<file path="src/hw/odc_defines.svh">
// Purpose: offsets, field positions, reset values and write masks for the output driver control
// Assumes: 16-bit registers addressed by index over the device's own write port
// Notes: definitions only
`ifndef ODC_DEFINES_SVH
`define ODC_DEFINES_SVH
`define ODC_ADDR_HB_MODE 4'h0 // half-bridge and mode control
`define ODC_ADDR_HS_MIRROR 4'h1 // high-side and mirror control
`define ODC_RST_HB_MODE 16'h0000
`define ODC_RST_HS_MIRROR 16'h0000
`define ODC_MASK_HB_MODE 16'hFC31 // writable bits of the first register
`define ODC_MASK_HS_MIRROR 16'hFFFE // writable bits of the second register
`define ODC_BIT_MODE 0
`define ODC_BIT_HB1_HI 15
`define ODC_BIT_HB2_HI 13
`define ODC_BIT_HB3_HI 11
`define ODC_BIT_HB4_HI 5
`define ODC_BIT_OUT5_HI 15
`define ODC_BIT_OUT6_HI 13
`define ODC_BIT_OUT7 11
`define ODC_BIT_OUT8 10
`define ODC_BIT_OUT9 9
`define ODC_BIT_FB_PD 8
`define ODC_BIT_REF_HI 7
`define ODC_BIT_REF_LO 2
`define ODC_BIT_MIRROR_EN 1
`define ODC_REF_CLAMP 6'h08 // highest code whose level, one volt plus code steps, stays under 1.2 V
`define ODC_REF_FULL 6'h3F
`endif

</file>
<file path="src/hw/odc_pkg.sv">
// Purpose: types shared by the output driver control files
// Assumes: odc_defines.svh carries the numbers
// Notes: half-bridge and lamp output drive state bundles
package odc_pkg;
   // decoded state of one half-bridge
   typedef struct packed {
      logic hi_on; // high side conducting
      logic lo_on; // low side conducting
   } odc_hb_s;
   // decoded state of one lamp output
   typedef struct packed {
      logic on; // conducting
      logic bulb; // high-current mode
   } odc_hs_s;
endpackage : odc_pkg

</file>
<file path="src/hw/odc_hb_decode.sv">
// Purpose: one half-bridge select decode with pwm gating
// Assumes: pwm level already synchronised
// Notes: combinational, registered by the caller
`timescale 1ns/1ps
module odc_hb_decode (
   input wire logic hi_sel,
   input wire logic lo_sel,
   input wire logic pwm_en,
   input wire logic pwm_lvl,
   output odc_pkg::odc_hb_s drv
);
   logic gate; // pwm permits conduction
   // decode select pair, never both sides on
   always_comb begin
      gate = !pwm_en || pwm_lvl;
      drv.hi_on = hi_sel && !lo_sel && gate;
      drv.lo_on = lo_sel && !hi_sel && gate;
   end
endmodule : odc_hb_decode

</file>
<file path="src/hw/odc_regs.sv">
// Purpose: two control registers and the output drive decode
// Assumes: the serial port has parsed frames into wr_en, wr_addr, wr_data
// Notes:
`timescale 1ns/1ps
`include "odc_defines.svh"
module odc_regs #(
   parameter int ADDR_W = 4 // register index width
) (
   input wire logic clk,
   input wire logic nrst,
   input wire logic wr_en, // one-cycle write strobe
   input wire logic [ADDR_W-1:0] wr_addr,
   input wire logic [15:0] wr_data,
   input wire logic [ADDR_W-1:0] rd_addr,
   input wire logic [3:0] hb_pwm_en, // half-bridge 1..4 pwm enables
   input wire logic [4:0] hs_pwm_en, // outputs 5..9 pwm enables
   input wire logic fb_pwm_en, // pull-down pwm enable
   input wire logic internal_pulse_unit_enable,
   input wire logic internal_pulse, // internal generator level
   input wire logic full_scale_select,
   input wire logic pulse_input_a, // pin
   input wire logic pulse_input_b, // pin
   output logic [15:0] rd_data,
   output logic active,
   output odc_pkg::odc_hb_s [3:0] hb_drv,
   output odc_pkg::odc_hs_s [4:0] hs_drv,
   output logic feedback_pulldown_on,
   output logic pass_transistor_drive,
   output logic [5:0] ref_code
);
   logic [15:0] hbm_r, hbm_nxt; // half-bridge and mode register
   logic [15:0] hsm_r, hsm_nxt; // high-side and mirror register
   logic [2:0] pa_r, pb_r; // pin synchronisers
   logic [2:0] pa_nxt, pb_nxt;
   logic pa_lvl_r, pb_lvl_r, pa_lvl_nxt, pb_lvl_nxt; // filtered levels
   odc_pkg::odc_hb_s [3:0] hb_dec; // decoded half-bridges
   odc_pkg::odc_hb_s [3:0] hb_nxt;
   odc_pkg::odc_hs_s [4:0] hs_nxt;
   logic [15:0] rd_nxt;
   logic act_nxt, fb_nxt, pt_nxt;
   logic [5:0] ref_nxt;
   logic [3:0] hb_hi, hb_lo; // select bits per half-bridge
   logic [4:0] hs_en, hs_gate;
   logic [4:0] hs_src; // pwm source level per lamp output

   // gather select pairs
   assign hb_hi = {hbm_r[`ODC_BIT_HB4_HI], hbm_r[`ODC_BIT_HB3_HI],
                   hbm_r[`ODC_BIT_HB2_HI], hbm_r[`ODC_BIT_HB1_HI]};
   assign hb_lo = {hbm_r[`ODC_BIT_HB4_HI-1], hbm_r[`ODC_BIT_HB3_HI-1],
                   hbm_r[`ODC_BIT_HB2_HI-1], hbm_r[`ODC_BIT_HB1_HI-1]};

   // one decoder per half-bridge, all on the first pulse input
   for (genvar i = 0; i < 4; i++) begin : g_hb
      odc_hb_decode u_dec (
         .hi_sel(hb_hi[i]),
         .lo_sel(hb_lo[i]),
         .pwm_en(hb_pwm_en[i]),
         .pwm_lvl(pa_lvl_r),
         .drv(hb_dec[i])
      );
   end

   // pin synchronisers: a change counts when stages two and three agree
   always_comb begin
      pa_nxt = {pa_r[1:0], pulse_input_a};
      pb_nxt = {pb_r[1:0], pulse_input_b};
      pa_lvl_nxt = (pa_r[2] == pa_r[1]) ? pa_r[2] : pa_lvl_r;
      pb_lvl_nxt = (pb_r[2] == pb_r[1]) ? pb_r[2] : pb_lvl_r;
   end

   always_ff @(posedge clk) begin
      if (!nrst) begin
         pa_r <= 3'h0;
         pb_r <= 3'h0;
         pa_lvl_r <= 1'b0;
         pb_lvl_r <= 1'b0;
      end else begin
         pa_r <= pa_nxt;
         pb_r <= pb_nxt;
         pa_lvl_r <= pa_lvl_nxt;
         pb_lvl_r <= pb_lvl_nxt;
      end
   end

   // register writes and standby clearing
   always_comb begin
      hbm_nxt = hbm_r;
      hsm_nxt = hsm_r;
      if (wr_en && wr_addr == `ODC_ADDR_HB_MODE) begin
         hbm_nxt = wr_data & `ODC_MASK_HB_MODE;
      end else if (wr_en && wr_addr == `ODC_ADDR_HS_MIRROR) begin
         hsm_nxt = wr_data & `ODC_MASK_HS_MIRROR;
      end
      // standby: everything but a fresh mode write is wiped
      if (!hbm_nxt[`ODC_BIT_MODE]) begin
         hbm_nxt = `ODC_RST_HB_MODE;
         hsm_nxt = `ODC_RST_HS_MIRROR;
      end
   end

   always_ff @(posedge clk) begin
      if (!nrst) begin
         hbm_r <= `ODC_RST_HB_MODE;
         hsm_r <= `ODC_RST_HS_MIRROR;
      end else begin
         hbm_r <= hbm_nxt;
         hsm_r <= hsm_nxt;
      end
   end

   // lamp output enables and pwm sources
   always_comb begin
      hs_en[0] = hsm_r[`ODC_BIT_OUT5_HI] ^ hsm_r[`ODC_BIT_OUT5_HI-1];
      hs_en[1] = hsm_r[`ODC_BIT_OUT6_HI] ^ hsm_r[`ODC_BIT_OUT6_HI-1];
      hs_en[2] = hsm_r[`ODC_BIT_OUT7];
      hs_en[3] = hsm_r[`ODC_BIT_OUT8] || hsm_r[`ODC_BIT_MIRROR_EN];
      hs_en[4] = hsm_r[`ODC_BIT_OUT9];
      // 6 and 8 on input b, the rest on input a; internal unit ors in for 5..8
      hs_src = {pa_lvl_r, pb_lvl_r, pa_lvl_r, pb_lvl_r, pa_lvl_r};
      hs_src[3:0] = hs_src[3:0] | {4{internal_pulse_unit_enable && internal_pulse}};
      hs_gate = ~hs_pwm_en | hs_src;
   end

   // next output values, all off outside active mode
   always_comb begin
      act_nxt = hbm_r[`ODC_BIT_MODE];
      hb_nxt = hb_dec;
      hs_nxt = '0;
      for (int k = 0; k < 5; k++) begin
         hs_nxt[k].on = act_nxt && hs_en[k] && (hs_gate[k] || (k == 3 &&
                        hsm_r[`ODC_BIT_MIRROR_EN]));
      end
      hs_nxt[0].bulb = hsm_r[`ODC_BIT_OUT5_HI] && !hsm_r[`ODC_BIT_OUT5_HI-1];
      hs_nxt[1].bulb = hsm_r[`ODC_BIT_OUT6_HI] && !hsm_r[`ODC_BIT_OUT6_HI-1];
      ref_nxt = hsm_r[`ODC_BIT_REF_HI:`ODC_BIT_REF_LO];
      if (!full_scale_select && ref_nxt > `ODC_REF_CLAMP) begin
         ref_nxt = `ODC_REF_CLAMP;
      end
      fb_nxt = act_nxt && hsm_r[`ODC_BIT_FB_PD] &&
               hsm_r[`ODC_BIT_REF_HI:`ODC_BIT_REF_LO] == 6'h00 &&
               (!fb_pwm_en || pa_lvl_r);
      pt_nxt = act_nxt && hsm_r[`ODC_BIT_MIRROR_EN];
      if (!act_nxt) begin
         hb_nxt = '0;
      end
      // read mux, unmapped index reads zero
      unique case (rd_addr)
         `ODC_ADDR_HB_MODE: rd_nxt = hbm_r;
         `ODC_ADDR_HS_MIRROR: rd_nxt = hsm_r;
         default: rd_nxt = 16'h0000;
      endcase
   end

   // output registers
   always_ff @(posedge clk) begin
      if (!nrst) begin
         active <= 1'b0;
         hb_drv <= '0;
         hs_drv <= '0;
         feedback_pulldown_on <= 1'b0;
         pass_transistor_drive <= 1'b0;
         ref_code <= 6'h00;
         rd_data <= 16'h0000;
      end else begin
         active <= act_nxt;
         hb_drv <= hb_nxt;
         hs_drv <= hs_nxt;
         feedback_pulldown_on <= fb_nxt;
         pass_transistor_drive <= pt_nxt;
         ref_code <= ref_nxt;
         rd_data <= rd_nxt;
      end
   end
endmodule : odc_regs

</file>
<file path="config.mk">
export PLATFORM = sky130hd
export DESIGN_NAME = odc_regs
export DESIGN_NICKNAME = d
export VERILOG_FILES = /design/src/hw/odc_pkg.sv /design/src/hw/odc_hb_decode.sv /design/src/hw/odc_regs.sv
export VERILOG_INCLUDE_DIRS = /design/src /design/src/hw
export SDC_FILE = /design/constraint.sdc
export NUM_CORES = 1
export LEC_CHECK = 0
export BUFFER_PORTS_ARGS = -buffer_cell sky130_fd_sc_hd__buf_2
export CAP_MARGIN = 20
export CELL_PAD_IN_SITES_DETAIL_PLACEMENT = 1
export CELL_PAD_IN_SITES_GLOBAL_PLACEMENT = 1
export CORE_MARGIN = 10
export CORE_UTILIZATION = 24
export CTS_CLUSTER_SIZE = 8
export DETAILED_ROUTE_END_ITERATION = 6
export GPL_ROUTABILITY_DRIVEN = 0
export PLACE_DENSITY_LB_ADDON = 0.1
export SLEW_MARGIN = 30
export SYNTH_ARGS = -nofsm -noshare
export SYNTH_HDL_FRONTEND = slang
export SYNTH_HIERARCHICAL = 1
export SYNTH_SLANG_ARGS = --single-unit
</file>
<file path="constraint.sdc">
create_clock -name clk -period 1.3 [get_ports clk]
set_clock_uncertainty 0.05 [all_clocks]
set_input_delay 0.195 -clock clk [delete_from_list [all_inputs] [get_ports clk]]
set_output_delay 0.195 -clock clk [all_outputs]
set_load 0.01 [all_outputs]
</file>
* After elaboration in Yosys (flattened, before gate mapping)
Cells that the tools add are included.
** Word-level totals
- Word-level logic and storage cells :: 113
- Register bits after elaboration :: 75
- Input port bits :: 42
- Output and inout bits :: 43
** Cells by class
- Multiplexer cells :: 4
- Reductions and logical operators :: 66
- Magnitude comparators :: 1
- Equality and inequality tests :: 4
- Bitwise logic cells :: 7
** Operators with widths (count)
- logical AND 1 bit :: 36
- case mux 16 bit (2 select lines) :: 1
- logical NOT 1 bit :: 16
- == test 4 x 1 -> 1 bit (second input constant) :: 2
- logical NOT 4 bit :: 2
- logical OR 1 bit :: 7
- > comparator 6 x 4 -> 1 bit (second input constant) :: 1
- logical NOT 6 bit :: 1
- AND reduction 2 bit :: 3
- inverter 5 bit :: 1
- OR 5 bit :: 1
- 2-to-1 mux 4 bit :: 1
- OR 4 bit :: 1
- == test 1 bit :: 2
- 2-to-1 mux 1 bit :: 2
- inverter 1 bit :: 2
- OR reduction 2 bit :: 1
- bitwise XOR 1 bit :: 2

* Longest topological paths before layout
- Depth in word-level cells :: 5
- Gate-level depth with buffers :: 6
- Gate-level depth less buffers :: 4

* Hierarchy
The synthesis kept the hierarchy.
** Modules (own cells, without submodules)
- odc_regs :: sequential area each 1441.4 um^2, cells an instance 216, times used 1, area an instance 2388.5 um^2
- odc_hb_decode :: sequential area each 0.0 um^2, cells an instance 3, times used 4, area an instance 28.8 um^2

* Worst setup path before layout
No wires, ideal clock.
- Path type :: reg-to-reg
- Start point :: register hbm_r[0]
- End point :: register hsm_r[8]
- Data required time :: 1.133 ns
- Cell stages (with the launch flop) :: 7
- Data arrival time :: 1.137 ns
- Path buffers :: 2
- Library setup time :: 0.117 ns
- Slack :: -0.004 ns
- Clock period less this slack :: 1.304 ns
- Path through :: dfxtp_1 -> nand2_4 -> inv_2 -> and3_1 -> buf_4 -> buf_6 -> a22o_1
** Between the ends
- Longest elaborated chain between the ends :: 2
** Ends and longest elaborated chain
- start: declaration :: line odc_regs.sv:31 : logic [15:0] hbm_r, hbm_nxt;
- start signal: assignment :: line odc_regs.sv:103 : hbm_r <= `ODC_RST_HB_MODE;
- start signal: assignment :: line odc_regs.sv:106 : hbm_r <= hbm_nxt;
- 2-to-1 mux 1 bit :: line odc_regs.sv:89 : if (wr_en && wr_addr == `ODC_ADDR_HB_MODE) begin
- AND reduction 2 bit (no line)
- end signal: assignment :: line odc_regs.sv:104 : hsm_r <= `ODC_RST_HS_MIRROR;
- end signal: assignment :: line odc_regs.sv:107 : hsm_r <= hsm_nxt;
- end: declaration :: line odc_regs.sv:32 : logic [15:0] hsm_r, hsm_nxt;
No other way between the ends.
A chain may end at the register's enable or synchronous reset.

* Worst setup path after layout
- Start point :: register hbm_r[0]
- End point :: register hsm_r[4]
The elaborated chain is that of the path after synthesis.

==> results by group <==
Clocking
  • Clock root buffer master: sky130_fd_sc_hd__clkbuf_8
  • Clock transition at the registers of the reported paths: 0.08 ns
  • Maximum number of buffers from clock root to sink: 2
  • Post-cts hold buffer count: 6
  • Count of instances resized after the clock tree is built: 0
  • Number of clock sinks seen by CTS: 72
  • Setup repair bufs after CTS: 0
  • Number of clock buffers inserted by TritonCTS: 9
  • CTS tree: built
  • Htree depth: 3
  • Clk_lat worst skew: 0.34 ns

Final layout
  • Number of inserted diodes: 0
  • Design area: about 0.0034 mm^2
  • Post-Layout Cell Count: between 400 and 500
  • Layout cells sized above 1: 37.6%
  • Layout-stage area growth over the synthesis result: 37.1%
  • NumNets Final: about 370

Route
  • Number of search-and-repair iterations in the first detailed-routing pass: 5
  • DRC: 0
  • Average wire per cell in the routed design: approximately 16 um
  • Highest Signal Layer: met4
  • Drt initial violations: 33
  • Antenna violation net count after detailed routing: 0
  • Routed length on met1: 3.38 mm
  • Total met2 wirelength after detailed routing: 3.53 mm
  • Via total after detailed routing: 1932
  • DR vias/cell: 4.10
  • Total met3 wirelength after detailed routing: 563 um
  • Drt total wl: 7.56 mm

GRT
  • Pin count of the biggest net entering global routing: 16
  • Total global-route track usage: 10.6%
  • Overflow left after global routing: 0
  • Initial antenna violation count: 0
  • Number of global-route vias before repair: 2216
  • Wire length of the first global-routing pass: 12.1 mm

Timing
  • Tcrit/Tclk final: 92.2%
  • Max-slew violation count: 0
  • Clock period minus worst slack: 1.20 ns
  • Smallest hold slack: 0.0244 ns
  • Final setup viols: 0
  • Final setup margin: 0.101 ns
  • Setup TNS Final: 0 ns
  • Maximum clock frequency: 834 MHz
  • Hold violation count in the final report: 0
  • Unrepaired setup endpoints after global routing: no

Critical path
  • CP endpoint kind: flip-flop
  • Critical-path top delay cell: sky130_fd_sc_hd__dfxtp_2
  • Delay contributed by the slowest stage of the critical path: roughly 0.34 ns
  • Required time at the endpoint of the critical path: approximately 1.5 ns
  • Worst setup SP type: flip-flop
  • Kind of cell adding the most delay to the critical path: flip-flops
  • Crit path kind: reg -> reg
  • Buffer and inverter count on the worst path: 2
  • Max Fanout on Critical Path: 15
  • Critical Path AT: roughly 1.4 ns
  • Critical path cell sequence: nand2_4, inv_2, and3_1, buf_12, a22o_2

Placed design
  • Dpl ws: -0.0912 ns
  • Placed cells: 449
  • Estimated wirelength of the detail-placed design: 5.71 mm
  • Port Buf Inserts: 81
  • Placement Cell Area: 0.00313 mm^2

Yosys
  • Sequential share of the synthesized area: 57.6%
  • Count of warnings emitted by yosys: 6
  • Cell types occupying the most area after synthesis: sky130_fd_sc_hd__dfxtp_1 (58%), sky130_fd_sc_hd__mux2i_1 (6.4%), sky130_fd_sc_hd__and3_1 (4.5%)
  • Post-synthesis instance area: roughly 0.0025 mm^2
  • Cell count after synthesis: roughly 230
  • Share of the synthesized area in the top cell type: 57.6%
  • Yosys top cell by area: sky130_fd_sc_hd__dfxtp_1
  • Average size of a mapped cell: 11.0 um^2
  • Count of unique library cells instantiated by Yosys: 33
  • Dominant synthesized flop cell: sky130_fd_sc_hd__dfxtp_1
  • Fraction of synthesis flops using an asynchronous set or reset pin: 0%
  • Register bit total from synthesis: slightly above 70
  • Number of enable-type register cells in the synthesized netlist: 0

Power
  • Pwr Density: 1340 mW/mm^2
  • Lkg Pwr: 1.67 nW
  • IR Drop Worst-Case VDD: 0.000546 V
  • Combinational share of power: under 10%
  • Clock share of power: 47.6%
  • Net switching power: 955 uW
  • Switch share: 20.8%
  • Power share of the sequential group: ~48%
  • Cell internal power dissipation: approximately 3.6 mW

Floorplan
  • Area of the die: 0.0149 mm^2
  • Number of rows created at floorplan: 37
  • Effective utilization at floorplan: between 20% and 30%
  • Area of the core: 0.0102 mm^2
  • Height of the chip: 122 um
  • Die width: 122 um
  • IO Pins: 85

Min path
  • Classification of the worst-slack hold path: in -> reg

Job
  • Maximum capacitance violations: 0

Run status
  • Status: completed
cells in the mapped netlist (all sizes together), types with 2 or more instances:
cell type  instances
o21ai              5
dfxtp             72
a21boi             2
inv                9
nor2b              4
clkbuf             4
nor3               2
and3              18
a21oi              3
buf                9
nor2              15
ha                 2
a22o              15
nor4b              2
nor3b              9
mux2i             17
a211oi             2
nand2             21
and2              10
cells in the final DEF (no fill, tap or decap), types with 4 or more instances in the layout:
cell	count
sky130_fd_sc_hd__buf_2	81
sky130_fd_sc_hd__dfxtp_1	71
sky130_fd_sc_hd__nand2_1	20
sky130_fd_sc_hd__and3_1	18
sky130_fd_sc_hd__mux2i_1	16
sky130_fd_sc_hd__nor2_1	15
sky130_fd_sc_hd__buf_4	14
sky130_fd_sc_hd__a22o_1	10
sky130_fd_sc_hd__and2_1	10
sky130_fd_sc_hd__clkbuf_8	10
sky130_fd_sc_hd__nor3b_1	9
sky130_fd_sc_hd__inv_1	8
sky130_fd_sc_hd__dlygate4sd3_1	6
sky130_fd_sc_hd__a22o_2	5
sky130_fd_sc_hd__o21ai_0	5
sky130_fd_sc_hd__nor2b_4	4
state kept, by name (all words and copies together) (netlist names), 3 cells and up:
signal,cells
pb_r,3
hbm_r,9
rd_data,16
hs_drv,7
hsm_r,15
pa_r,3
hb_drv,8
ref_code,6
routing by layer:
layer	vias up	track usage, %
met4	0	3.31
met2	51	16.9
li1	980	-
met5	-	0
met3	7	4.58
met1	894	12.7
per-stage QoR:
stage	total power, mW	utilization (%)
2_1_floorplan	2.35	-
3_3_place_gp	2.45	30.6
3_5_place_dp	2.45	30.6
4_1_cts	4.68	33.6
5_1_grt	4.81	33.6
6_report	4.60	33.6
worst paths after layout:
check / startpoint / end / slack (ns) / cells after the start
min: wr_data[7] / hsm_r[7] / 0.02 / 2
max: hbm_r[0] / hsm_r[4] / 0.10 / 5
min reg2reg: pb_r[0] / pb_r[1] / 0.39 / 1
max reg2reg: hbm_r[0] / hsm_r[4] / 0.10 / 5
final cells by class:
type | instances | area [um^2]
clock buffers | 11 | 141
clock inverters | 5 | 104
fillers | 1191 | 6800
inverters | 9 | 33.8
multi-input cells | 136 | 951
flip-flops and latches | 72 | 1440
well taps | 136 | 170
repair buffers | 102 | 591
logic make-up after synthesis:
| family | Yosys count | synth area share (%) |
|---|---|---|
| muxes | 18 | 7.40 |
| buffers and inverters | 22 | 4.75 |
| DFF | 72 | 57.6 |
| adders and majority gates | 2 | 0.999 |
| and+or+nand+nor | 83 | 19.8 |
| AOI/OAI and AO/OA | 30 | 9.29 |
| other | 1 | 0.150 |
power by group through the flow:
stage	clock network [mW]	registers, mW	logic (mW)
CTS	2.27	2.22	0.196
global route	2.38	2.22	0.213
finish	2.19	2.22	0.191
detailed placement	0	2.27	0.182
floorplan	0	2.27	0.0792
global placement	0	2.27	0.180
worst reg2reg max path, stage by stage (launching register included):
cell and delay [ns]:
sky130_fd_sc_hd__dfxtp_2 0.34, sky130_fd_sc_hd__nand2_4 0.08, sky130_fd_sc_hd__inv_2 0.04, sky130_fd_sc_hd__and3_1 0.19, sky130_fd_sc_hd__buf_12 0.15, sky130_fd_sc_hd__a22o_2 0.25
Power figures use the tool's default switching activity.
